`src/rtl/uiic_params.svh`:
```
/*
 * constants of the interrupt-identification / fifo-control block:
 * register offsets, field positions, reset values.
 * assumes inclusion by bare name from the block's design files.
 */
`ifndef UIIC_PARAMS_SVH
`define UIIC_PARAMS_SVH

// ------------------------------------------------------------
// register byte offsets
// ------------------------------------------------------------
`define UIIC_OFS_CTRL 5'h00
`define UIIC_OFS_STATUS 5'h04
`define UIIC_OFS_MASK 5'h08
`define UIIC_OFS_CFG 5'h0c

// ------------------------------------------------------------
// control word fields (write side)
// ------------------------------------------------------------
`define UIIC_CTRL_FIFO_EN 0
`define UIIC_CTRL_RX_RST 1
`define UIIC_CTRL_TX_RST 2
`define UIIC_CTRL_DMA_MODE 3
// read side: fifo state pair at bits 7:6
`define UIIC_CTRL_FIFO_STATE 6

// ------------------------------------------------------------
// event bits, shared by status and mask
// ------------------------------------------------------------
`define UIIC_NUM_EV 5
`define UIIC_EV_LINE 0
`define UIIC_EV_RXDATA 1
`define UIIC_EV_TIMEOUT 2
`define UIIC_EV_THRE 3
`define UIIC_EV_BUSY 4

// ------------------------------------------------------------
// dma channels and reset values
// ------------------------------------------------------------
`define UIIC_CH_TX 0
`define UIIC_CH_RX 1
`define UIIC_RST_FIFO_EN 1'b0
`define UIIC_RST_DMA_MODE 1'b0
`define UIIC_RST_MASK 5'h00

`endif

```
`src/rtl/uiic_pkg.sv`:
```
/*
 * types of the interrupt-identification / fifo-control block.
 * assumes nothing; every user names items as uiic_pkg::name.
 */
package uiic_pkg;

   // bus handshake states, gray along idle -> ack -> idle
   typedef enum logic [1:0] {
      UIIC_ST_IDLE = 2'h0,
      UIIC_ST_ACK = 2'h1
   } uiic_bus_st_t;

   // four-bit pending interrupt code
   typedef enum logic [3:0] {
      UIIC_IRQ_NONE = 4'h1,
      UIIC_IRQ_THRE = 4'h2,
      UIIC_IRQ_RXDATA = 4'h4,
      UIIC_IRQ_LINE = 4'h6,
      UIIC_IRQ_BUSY = 4'h7,
      UIIC_IRQ_TIMEOUT = 4'hc
   } uiic_irq_code_t;

   // dma request signalling modes
   typedef enum logic {
      UIIC_DMA_MODE0 = 1'b0,
      UIIC_DMA_MODE1 = 1'b1
   } uiic_dma_mode_t;

endpackage

```
`src/rtl/uiic_src_if.sv`:
```
/*
 * carrier between the control top and the priority encoder:
 * pending source levels out, winning code back.
 * assumes the sources are levels synchronous to the one clock.
 */
`timescale 1ns/1ns
`include "uiic_params.svh"

interface uiic_src_if;
   logic [`UIIC_NUM_EV-1:0] pending;
   uiic_pkg::uiic_irq_code_t pending_irq_code;

   modport ctl (output pending, input pending_irq_code);
   modport enc (input pending, output pending_irq_code);
endinterface

```
`src/rtl/uiic_prio_enc.sv`:
```
/*
 * priority encoder: one pending code out of the five sources.
 * assumes the pending vector is driven by the control top.
 */
`timescale 1ns/1ns
`include "uiic_params.svh"

module uiic_prio_enc (
   uiic_src_if.enc src
);
   // ------------------------------------------------------------
   // encoder
   // ------------------------------------------------------------
   // only the winner is reported; lower sources wait their turn
   always_comb begin
      if (src.pending[`UIIC_EV_LINE]) begin
         src.pending_irq_code = uiic_pkg::UIIC_IRQ_LINE;
      end else if (src.pending[`UIIC_EV_RXDATA]) begin
         src.pending_irq_code = uiic_pkg::UIIC_IRQ_RXDATA;
      end else if (src.pending[`UIIC_EV_TIMEOUT]) begin
         src.pending_irq_code = uiic_pkg::UIIC_IRQ_TIMEOUT;
      end else if (src.pending[`UIIC_EV_THRE]) begin
         src.pending_irq_code = uiic_pkg::UIIC_IRQ_THRE;
      end else if (src.pending[`UIIC_EV_BUSY]) begin
         src.pending_irq_code = uiic_pkg::UIIC_IRQ_BUSY;
      end else begin
         src.pending_irq_code = uiic_pkg::UIIC_IRQ_NONE;
      end
   end
endmodule // uiic_prio_enc

```
`src/rtl/uiic_self_clear.sv`:
```
/*
 * self-clearing request: the trigger registered, so a one-cycle trigger gives a one-cycle pulse.
 * assumes the trigger is synchronous to clock.
 */
`timescale 1ns/1ns

module uiic_self_clear #(
   parameter int W = 1
) (
   input wire logic clock,
   input wire logic reset_n,
   input wire logic [W-1:0] trig,
   output logic [W-1:0] pulse_ff
);
   logic [W-1:0] nxt_pulse;

   // ------------------------------------------------------------
   // pulse
   // ------------------------------------------------------------
   // high in each cycle that follows a cycle with the trigger high, low otherwise
   always_comb begin
      nxt_pulse = trig;
   end

   always_ff @(posedge clock or negedge reset_n) begin
      if (!reset_n) begin
         pulse_ff <= '0;
      end else begin
         pulse_ff <= nxt_pulse;
      end
   end
endmodule // uiic_self_clear

```
`src/rtl/uiic_ctrl.sv`:
```
/*
 * interrupt identification and fifo control word of a serial port,
 * with avalon-mm slave, sticky event status, mask and dma requests.
 * assumes all inputs are synchronous to clock; the fifos and the
 * shifter live outside and obey the reset pulses given here.
 */
// The Avalon-MM slave port and the address map are this design's own decisions.
`timescale 1ns/1ns
`include "uiic_params.svh"

module uiic_ctrl (
   input wire logic clock,
   input wire logic reset_n,
   input wire logic [4:0] avs_address,
   input wire logic avs_read,
   input wire logic avs_write,
   input wire logic [31:0] avs_writedata,
   output logic [31:0] avs_readdata,
   output logic avs_waitrequest,
   input wire logic src_line_status,
   input wire logic src_rx_data,
   input wire logic src_char_timeout,
   input wire logic src_thr_empty,
   input wire logic src_busy_detect,
   input wire logic dma_tx_want,
   input wire logic dma_rx_want,
   input wire logic dma_tx_ack,
   input wire logic dma_rx_ack,
   output logic dma_tx_req_n,
   output logic dma_rx_req_n,
   output logic fifo_enable_ctl,
   output logic tx_fifo_reset_req,
   output logic rx_fifo_reset_req,
   output logic irq
);
   uiic_src_if src ();

   uiic_pkg::uiic_bus_st_t state_ff, nxt_state;
   logic wait_ff, nxt_wait;
   logic [31:0] rdata_ff, nxt_rdata;
   logic fifo_en_ff, nxt_fifo_en;
   uiic_pkg::uiic_dma_mode_t dma_mode_ff, nxt_dma_mode;
   logic [`UIIC_NUM_EV-1:0] status_ff, nxt_status;
   logic [`UIIC_NUM_EV-1:0] mask_ff, nxt_mask;
   logic [`UIIC_NUM_EV-1:0] src_q_ff, nxt_src_q;
   logic irq_ff, nxt_irq;
   logic [1:0] hold_ff, nxt_hold;
   logic [1:0] req_n_ff, nxt_req_n;
   logic [1:0] want, ack, rst_trig, rst_pulse;
   logic accept, wr_ctrl, rd_status;

   // ------------------------------------------------------------
   // sources and encoder
   // ------------------------------------------------------------
   assign src.pending = {src_busy_detect, src_thr_empty, src_char_timeout, src_rx_data, src_line_status};

   uiic_prio_enc u_enc (
      .src(src.enc)
   );

   // ------------------------------------------------------------
   // avalon handshake
   // ------------------------------------------------------------
   // one wait cycle: request seen in idle, taken in ack when waitrequest is low
   assign accept = (avs_read | avs_write) & (state_ff == uiic_pkg::UIIC_ST_ACK);
   assign wr_ctrl = accept & avs_write & (avs_address == `UIIC_OFS_CTRL);
   assign rd_status = accept & avs_read & (avs_address == `UIIC_OFS_STATUS);

   always_comb begin
      nxt_state = state_ff;
      nxt_rdata = rdata_ff;
      case (state_ff)
         uiic_pkg::UIIC_ST_IDLE: begin
            if (avs_read | avs_write) begin
               nxt_state = uiic_pkg::UIIC_ST_ACK;
               // snapshot at request time; unmapped reads give zero
               case (avs_address)
                  `UIIC_OFS_CTRL: begin
                     nxt_rdata = {24'h0, {2{fifo_en_ff}}, 2'h0, 4'(src.pending_irq_code)};
                  end
                  `UIIC_OFS_STATUS: begin
                     nxt_rdata = {27'h0, status_ff};
                  end
                  `UIIC_OFS_MASK: begin
                     nxt_rdata = {27'h0, mask_ff};
                  end
                  `UIIC_OFS_CFG: begin
                     nxt_rdata = {30'h0, dma_mode_ff, fifo_en_ff};
                  end
                  default: begin
                     nxt_rdata = 32'h0;
                  end
               endcase
            end
         end
         uiic_pkg::UIIC_ST_ACK: begin
            nxt_state = uiic_pkg::UIIC_ST_IDLE;
         end
         default: begin
            nxt_state = uiic_pkg::UIIC_ST_IDLE;
         end
      endcase
      nxt_wait = (nxt_state != uiic_pkg::UIIC_ST_ACK);
   end

   always_ff @(posedge clock or negedge reset_n) begin
      if (!reset_n) begin
         state_ff <= uiic_pkg::UIIC_ST_IDLE;
         wait_ff <= 1'b1;
         rdata_ff <= 32'h0;
      end else begin
         state_ff <= nxt_state;
         wait_ff <= nxt_wait;
         rdata_ff <= nxt_rdata;
      end
   end

   assign avs_waitrequest = wait_ff;
   assign avs_readdata = rdata_ff;

   // ------------------------------------------------------------
   // control and configuration
   // ------------------------------------------------------------
   // reset bits are never stored: they only fire the pulse module
   always_comb begin
      nxt_fifo_en = fifo_en_ff;
      nxt_dma_mode = dma_mode_ff;
      nxt_mask = mask_ff;
      rst_trig = 2'h0;
      if (wr_ctrl) begin
         nxt_fifo_en = avs_writedata[`UIIC_CTRL_FIFO_EN];
         nxt_dma_mode = uiic_pkg::uiic_dma_mode_t'(avs_writedata[`UIIC_CTRL_DMA_MODE]);
         rst_trig[`UIIC_CH_TX] = avs_writedata[`UIIC_CTRL_TX_RST];
         rst_trig[`UIIC_CH_RX] = avs_writedata[`UIIC_CTRL_RX_RST];
         if (avs_writedata[`UIIC_CTRL_FIFO_EN] != fifo_en_ff) begin
            rst_trig = 2'h3;
         end
      end
      if (accept & avs_write & (avs_address == `UIIC_OFS_MASK)) begin
         nxt_mask = avs_writedata[`UIIC_NUM_EV-1:0];
      end
   end

   always_ff @(posedge clock or negedge reset_n) begin
      if (!reset_n) begin
         fifo_en_ff <= `UIIC_RST_FIFO_EN;
         dma_mode_ff <= uiic_pkg::uiic_dma_mode_t'(`UIIC_RST_DMA_MODE);
         mask_ff <= `UIIC_RST_MASK;
      end else begin
         fifo_en_ff <= nxt_fifo_en;
         dma_mode_ff <= nxt_dma_mode;
         mask_ff <= nxt_mask;
      end
   end

   // both channels share one pulse module, one bit each
   uiic_self_clear #(
      .W(2)
   ) u_rst (
      .clock(clock),
      .reset_n(reset_n),
      .trig(rst_trig),
      .pulse_ff(rst_pulse)
   );

   assign fifo_enable_ctl = fifo_en_ff;
   assign tx_fifo_reset_req = rst_pulse[`UIIC_CH_TX];
   assign rx_fifo_reset_req = rst_pulse[`UIIC_CH_RX];

   // ------------------------------------------------------------
   // sticky events and interrupt
   // ------------------------------------------------------------
   // rising edges set; a read clears only what it returned, so a set
   // landing between snapshot and clear survives
   always_comb begin
      nxt_src_q = src.pending;
      nxt_status = status_ff;
      if (rd_status) begin
         nxt_status = status_ff & ~rdata_ff[`UIIC_NUM_EV-1:0];
      end
      nxt_status = nxt_status | (src.pending & ~src_q_ff);
      nxt_irq = |(status_ff & mask_ff);
   end

   always_ff @(posedge clock or negedge reset_n) begin
      if (!reset_n) begin
         src_q_ff <= '0;
         status_ff <= '0;
         irq_ff <= 1'b0;
      end else begin
         src_q_ff <= nxt_src_q;
         status_ff <= nxt_status;
         irq_ff <= nxt_irq;
      end
   end

   assign irq = irq_ff;

   // ------------------------------------------------------------
   // dma requests
   // ------------------------------------------------------------
   // mode 0 follows the fifo condition; mode 1 latches until acked,
   // and a fifo reset drops a latched request of its channel
   assign want = {dma_rx_want, dma_tx_want};
   assign ack = {dma_rx_ack, dma_tx_ack};

   always_comb begin
      nxt_hold = hold_ff;
      nxt_req_n = 2'h3;
      for (int ch = 0; ch < 2; ch++) begin
         if (rst_pulse[ch] | ack[ch]) begin
            nxt_hold[ch] = 1'b0;
         end else if (want[ch]) begin
            nxt_hold[ch] = 1'b1;
         end
         if (dma_mode_ff == uiic_pkg::UIIC_DMA_MODE0) begin
            nxt_req_n[ch] = ~want[ch];
         end else begin
            nxt_req_n[ch] = ~nxt_hold[ch];
         end
      end
   end

   always_ff @(posedge clock or negedge reset_n) begin
      if (!reset_n) begin
         hold_ff <= 2'h0;
         req_n_ff <= 2'h3;
      end else begin
         hold_ff <= nxt_hold;
         req_n_ff <= nxt_req_n;
      end
   end

   assign dma_tx_req_n = req_n_ff[`UIIC_CH_TX];
   assign dma_rx_req_n = req_n_ff[`UIIC_CH_RX];
endmodule // uiic_ctrl

```
`config.mk`:
```
export PLATFORM = sky130hd
export DESIGN_NAME = uiic_ctrl
export DESIGN_NICKNAME = d
export VERILOG_FILES = /design/src/rtl/uiic_pkg.sv /design/src/rtl/uiic_src_if.sv /design/src/rtl/uiic_prio_enc.sv /design/src/rtl/uiic_self_clear.sv /design/src/rtl/uiic_ctrl.sv
export VERILOG_INCLUDE_DIRS = /design/src /design/src/rtl
export SDC_FILE = /design/constraint.sdc
export NUM_CORES = 1
export LEC_CHECK = 0
export BUFFER_PORTS_ARGS = -buffer_cell sky130_fd_sc_hd__clkbuf_2
export CAP_MARGIN = 20
export CORE_MARGIN = 1.5
export CORE_UTILIZATION = 40
export DETAILED_ROUTE_END_ITERATION = 10
export GPL_ROUTABILITY_DRIVEN = 0
export GPL_TIMING_DRIVEN = 0
export PLACE_DENSITY = 0.8
export SYNTH_ARGS = -nofsm -noshare
export SYNTH_HDL_FRONTEND = slang
export SYNTH_HIERARCHICAL = 1
export SYNTH_SLANG_ARGS = --single-unit
```
`constraint.sdc`:
```
create_clock -name clock -period 1.4 [get_ports clock]
set_input_delay 0.21 -clock clock [delete_from_list [all_inputs] [get_ports clock]]
set_output_delay 0.21 -clock clock [all_outputs]
set_load 0.02 [all_outputs]
```
* Yosys cells after proc, flatten, opt, wreduce, memory -nomap -nowiden
Cells that the tools add are included.
** Cells by class
- Equality and inequality tests :: 6
- Mux-type cells :: 17
- Bitwise gates (word level) :: 19
- Reductions and logical operators :: 4
** Operators with widths (number)
- 8-bit case mux with 4 select lines :: 1
- 4-bit two-way mux :: 4
- 5-bit bitwise AND :: 3
- 5-bit by 4-bit equality test with 1-bit output (second input constant) :: 2
- 5-bit NOT :: 2
- 2-bit two-way mux :: 4
- 1-bit bitwise AND :: 6
- 1-bit two-way mux :: 6
- 5-bit by 3-bit equality test with 1-bit output (second input constant) :: 1
- 5-bit zero test :: 1
- 5-bit two-way mux :: 1
- 5-bit bitwise OR :: 1
- 5-bit OR reduction :: 1
- 1-bit NOT :: 4
- 3-bit two-way mux :: 1
- 1-bit bitwise OR :: 3
- 2-bit by 1-bit equality test with 1-bit output (second input constant) :: 1
- 2-bit zero test :: 1
- 2-bit by 1-bit != test with 1-bit output (second input constant) :: 1
- 2-bit AND reduction :: 1
- 1-bit != test :: 1
** Storage, ports and cells
- Register bits :: 59
- Input port bits :: 50
- Output and inout port bits :: 39
- Word-level logic and storage cells :: 58

* Logic depth before layout (Yosys ltp)
- Depth after elaboration :: 6
- Mapped depth :: 5
- Gate-level depth less buffers :: 5

* Cells and area by module
The synthesis kept the hierarchy.
** Modules (own cells, without submodules)
- uiic_ctrl :: instances 1, cells each 124, area an instance 1535.2 um^2
- uiic_prio_enc :: instances 1, cells each 8, area an instance 58.8 um^2
- uiic_self_clear :: instances 1, cells each 2, area an instance 50.0 um^2

* Worst setup path before layout
No wires, ideal clock.
- Path type :: register to register
- Start :: register state_ff[0]
- End :: register rdata_ff[6], in the netlist avs_readdata[6]
- Library setup time :: 0.128 ns
- Arrival :: 1.205 ns
- Required time :: 1.272 ns
- Slack :: 0.067 ns
- Stages on the path, launching flop included :: 4
- Path buffers :: 1
- Period minus slack after synthesis :: 1.333 ns
- Path through :: dfrtp_1 -> or3_1 -> buf_2 -> mux2_1
** On the way
- Cells in the longest elaborated chain, start to end :: 2
** RTL lines
- start: declaration :: line uiic_ctrl.sv:38 : uiic_pkg::uiic_bus_st_t state_ff, nxt_state;
- start signal: assignment :: line uiic_ctrl.sv:108 : state_ff <= uiic_pkg::UIIC_ST_IDLE;
- start signal: assignment :: line uiic_ctrl.sv:112 : state_ff <= nxt_state;
- 2-bit zero test :: line uiic_ctrl.sv:72 : case (state_ff)
- 2-bit AND reduction (no source line)
- end signal: assignment :: line uiic_ctrl.sv:114 : rdata_ff <= nxt_rdata;
- end: declaration :: line uiic_ctrl.sv:40 : logic [31:0] rdata_ff, nxt_rdata;
Every way passes these cells.
A chain may end at the register's enable or synchronous reset.

* Worst setup path in the final report
Ends and elaborated chain as after synthesis.

==> flow_summary.toml <==
[status]
status = "completed"

[sta]
fin_worst_skew_ns = 0.00678
fmax_mhz = 735
grt_setup_unrepaired = "no"
finalHoldViolCount = 0
holdWs_ns = 0.0106
fin_crit_ns = 1.36
tns_ns = 0
layout_setup_ws_ns = 0.0387
worstMarginPinSlew_ns = 0.803
period_share = 0.972
maxSlewViolCount = 0
relSlewSlack = 0.465
finalSetupViolCount = 0

[min_path]
hold_class = "input pin to asynchronous set/reset pin"

[global_route]
grt_pass1_vias = 1073
antenna_found_initial = 0
grt_usage = 0.162
grt-ovfl-total = 0
grt_max_degree = 34
grt_pass1_wl_mm = 5.15

[route]
ant_nets = 0
wirelength_mm = 3.09
routed_via_density = 4.46
drt_iter0_markers = 40
num_vias = 1128
drc = 0
wire_per_inst_um = 12.2
firstDrtPassIters = 4

[synthesis]
yosysSeqAreaShare = 0.505
yosysWarnings = 6
postSynthAreaPerCell_um2 = 12.3
yosysUniqueCellTypes = 31
ys_seq_elements = 33
synthCells = 134
syn-cell-area_um2 = 1640

[worst_setup_path]
ff2ff_setup_slack_ns = 0.04
rr_startpoint = "state_ff[0]"
path_max_fanout = 8
r2r-end = "avs_readdata[6]"
cp.required_ns = 1.56
slowest_stage = "dfrtp_1"
crit_end = "avs_readdata[6]"
crit_family = "flip-flops"
max_stage_delay_ns = 0.40
path_class = "flop to flop"
worstSetupEndpointType = "flop"
critPathArrivalTime_ns = 1.52
crit_buf_inv = 1
crit_start = "state_ff[0]"
worstSetupPathDepth = 3
start_kind = "flop"
path_cells = "or3_1 -> buf_6 -> mux2_1"
r2r_cells = 3

[floorplanning]
dieWidth_um = 67.1
die_h_um = 67.1
fp-row-count = 23
pin_count = 89
die_area_um2 = 4500
coreArea_um2 = 3970
initial_core_util = 0.414

[clock_network]
cts_tree = "built"
clockBufferDepth = 2
cts_htree_levels = 2
cts_buffers = 5
cts_root_buffer = "clkbuf_8"
clk_latency_ns = 0.28
path_clk_slew_ns = 0.07
clock-sinks = 33

[pwr]
clkPwrFrac = 0.325
ir_drop_mv = 0.649
combPwrFrac = 0.168
power_frac_seq = 0.507
p_sw_frac = 0.266
powerDensity_nw_per_um2 = 971
p_int_w = 0.00149
cellLeakagePower_nw = 1.10
p_sw_w = 0.000538

[cells_and_area]
fillers = 360
fin_util = 0.525
final_common_cell = "clkbuf_2"
drive_gt1_frac = 0.424
final_net_count = 252
layout_common_cells = "clkbuf_2, dfrtp_1, buf_4, conb_1"
diodes = 0
areaGrowthSynthToFinish_pct = 26.8
design_area_um2 = 2080

[flow_run]
maxCapViolations = 0

[placed_design]
port-buffer-count = 34
postPlaceCellArea_um2 = 1970
hpwl_mm = 2.35
place_ws_ns = 0.00931
-- per-layer routing --
| layer | vias to the layer above | routed length [µm] | GRT usage |
|---|---|---|---|
| met4 | 0 | 47 | 0.0740 |
| li1 | 551 | - | - |
| met1 | 527 | 1290 | 0.197 |
| met3 | 7 | 247 | 0.0608 |
| met2 | 43 | 1500 | 0.254 |
| met5 | - | 0 | 0 |
-- timing repair --
item,CTS,global route
setup buffers,1,1
resized for setup,0,6
pin swaps,0,1
endpoints found under the setup margin,1,7
endpoints found under the hold margin,0,0
hold buffers,0,0
-- power by group through the flow --
stage          Clock, W  Combinational [W]  Sequential (W)
2_1_floorplan         0           0.000203         0.00107
3_3_place_gp          0           0.000322         0.00104
3_5_place_dp          0           0.000327         0.00105
4_1_cts        0.000687           0.000332         0.00103
5_1_grt        0.000742           0.000374         0.00103
6_report       0.000659           0.000339         0.00103
-- logic make-up after synthesis --
kind of cell | share of synthesized area
AND/OR/NAND/NOR | 0.137
multiplexers | 0.107
XOR/XNOR | 0.00533
flip-flops | 0.505
buffers and inverters | 0.150
AO/OA/AOI/OAI | 0.0944
other | 0.00228
-- registers in the layout, indices dropped and copies added, names as in the netlist --
register,cells
avs_readdata,6
avs_waitrequest,1
dma_mode_ff,1
fifo_enable_ctl,1
hold_ff,2
irq,1
mask_ff,5
req_n_ff,2
src_q_ff,5
state_ff,2
status_ff,5
u_rst/pulse_ff,2
-- synth_stat cells --
cell type / number / area share
dfstp_2: 3 / 0.048
nor4b_4: 1 / 0.014
and3b_1: 1 / 0.0053
inv_1: 8 / 0.018
a222oi_1: 1 / 0.0061
o21ai_1: 1 / 0.0030
nor3_1: 4 / 0.012
nand2_1: 3 / 0.0068
a221o_1: 5 / 0.030
a22oi_1: 1 / 0.0046
mux2_1: 8 / 0.055
buf_2: 2 / 0.0061
xor2_1: 1 / 0.0053
dfrtp_1: 30 / 0.46
mux4_2: 2 / 0.027
a22o_1: 5 / 0.027
or3_1: 1 / 0.0038
nor3b_2: 1 / 0.0076
buf_6: 1 / 0.0068
nand4_2: 1 / 0.0076
o2bb2ai_1: 3 / 0.016
nor4_4: 1 / 0.013
buf_4: 26 / 0.12
mux2i_1: 4 / 0.024
nand3_2: 1 / 0.0061
nor2_1: 8 / 0.018
nor2b_1: 7 / 0.027
o31ai_2: 1 / 0.0076
nor4_2: 1 / 0.0076
and4bb_1: 1 / 0.0076
conb_1: 1 / 0.0023
-- cell type report --
| type | instances | area (µm²) | share of cell area |
|---|---|---|---|
| buffer | 29 | 223 | 0.107 |
| clock buffer | 6 | 72.6 | 0.0348 |
| clock inverter | 2 | 10.0 | 0.00480 |
| inverter | 8 | 30.0 | 0.0144 |
| multi-input combinational | 89 | 672 | 0.322 |
| sequential | 33 | 830 | 0.398 |
| tap | 50 | 62.6 | 0.0300 |
| timing repair buffer | 36 | 185 | 0.0888 |
-- worst min-delay path by stage --
stage | from | to
2_1_floorplan | reset_n | avs_readdata[0]
3_3_place_gp | reset_n | status_ff[2]
3_5_place_dp | reset_n | status_ff[1]
4_1_cts | reset_n | irq
5_1_grt | dma_rx_want | req_n_ff[1]
6_report | reset_n | irq
-- per-stage QoR --
stage	total power (W)	std cells
6_report	0.00202	253
5_1_grt	0.00215	253
4_1_cts	0.00205	252
3_5_place_dp	0.00137	243
3_3_place_gp	0.00137	243
2_1_floorplan	0.00127	159
(Power assumes the default switching activity.)
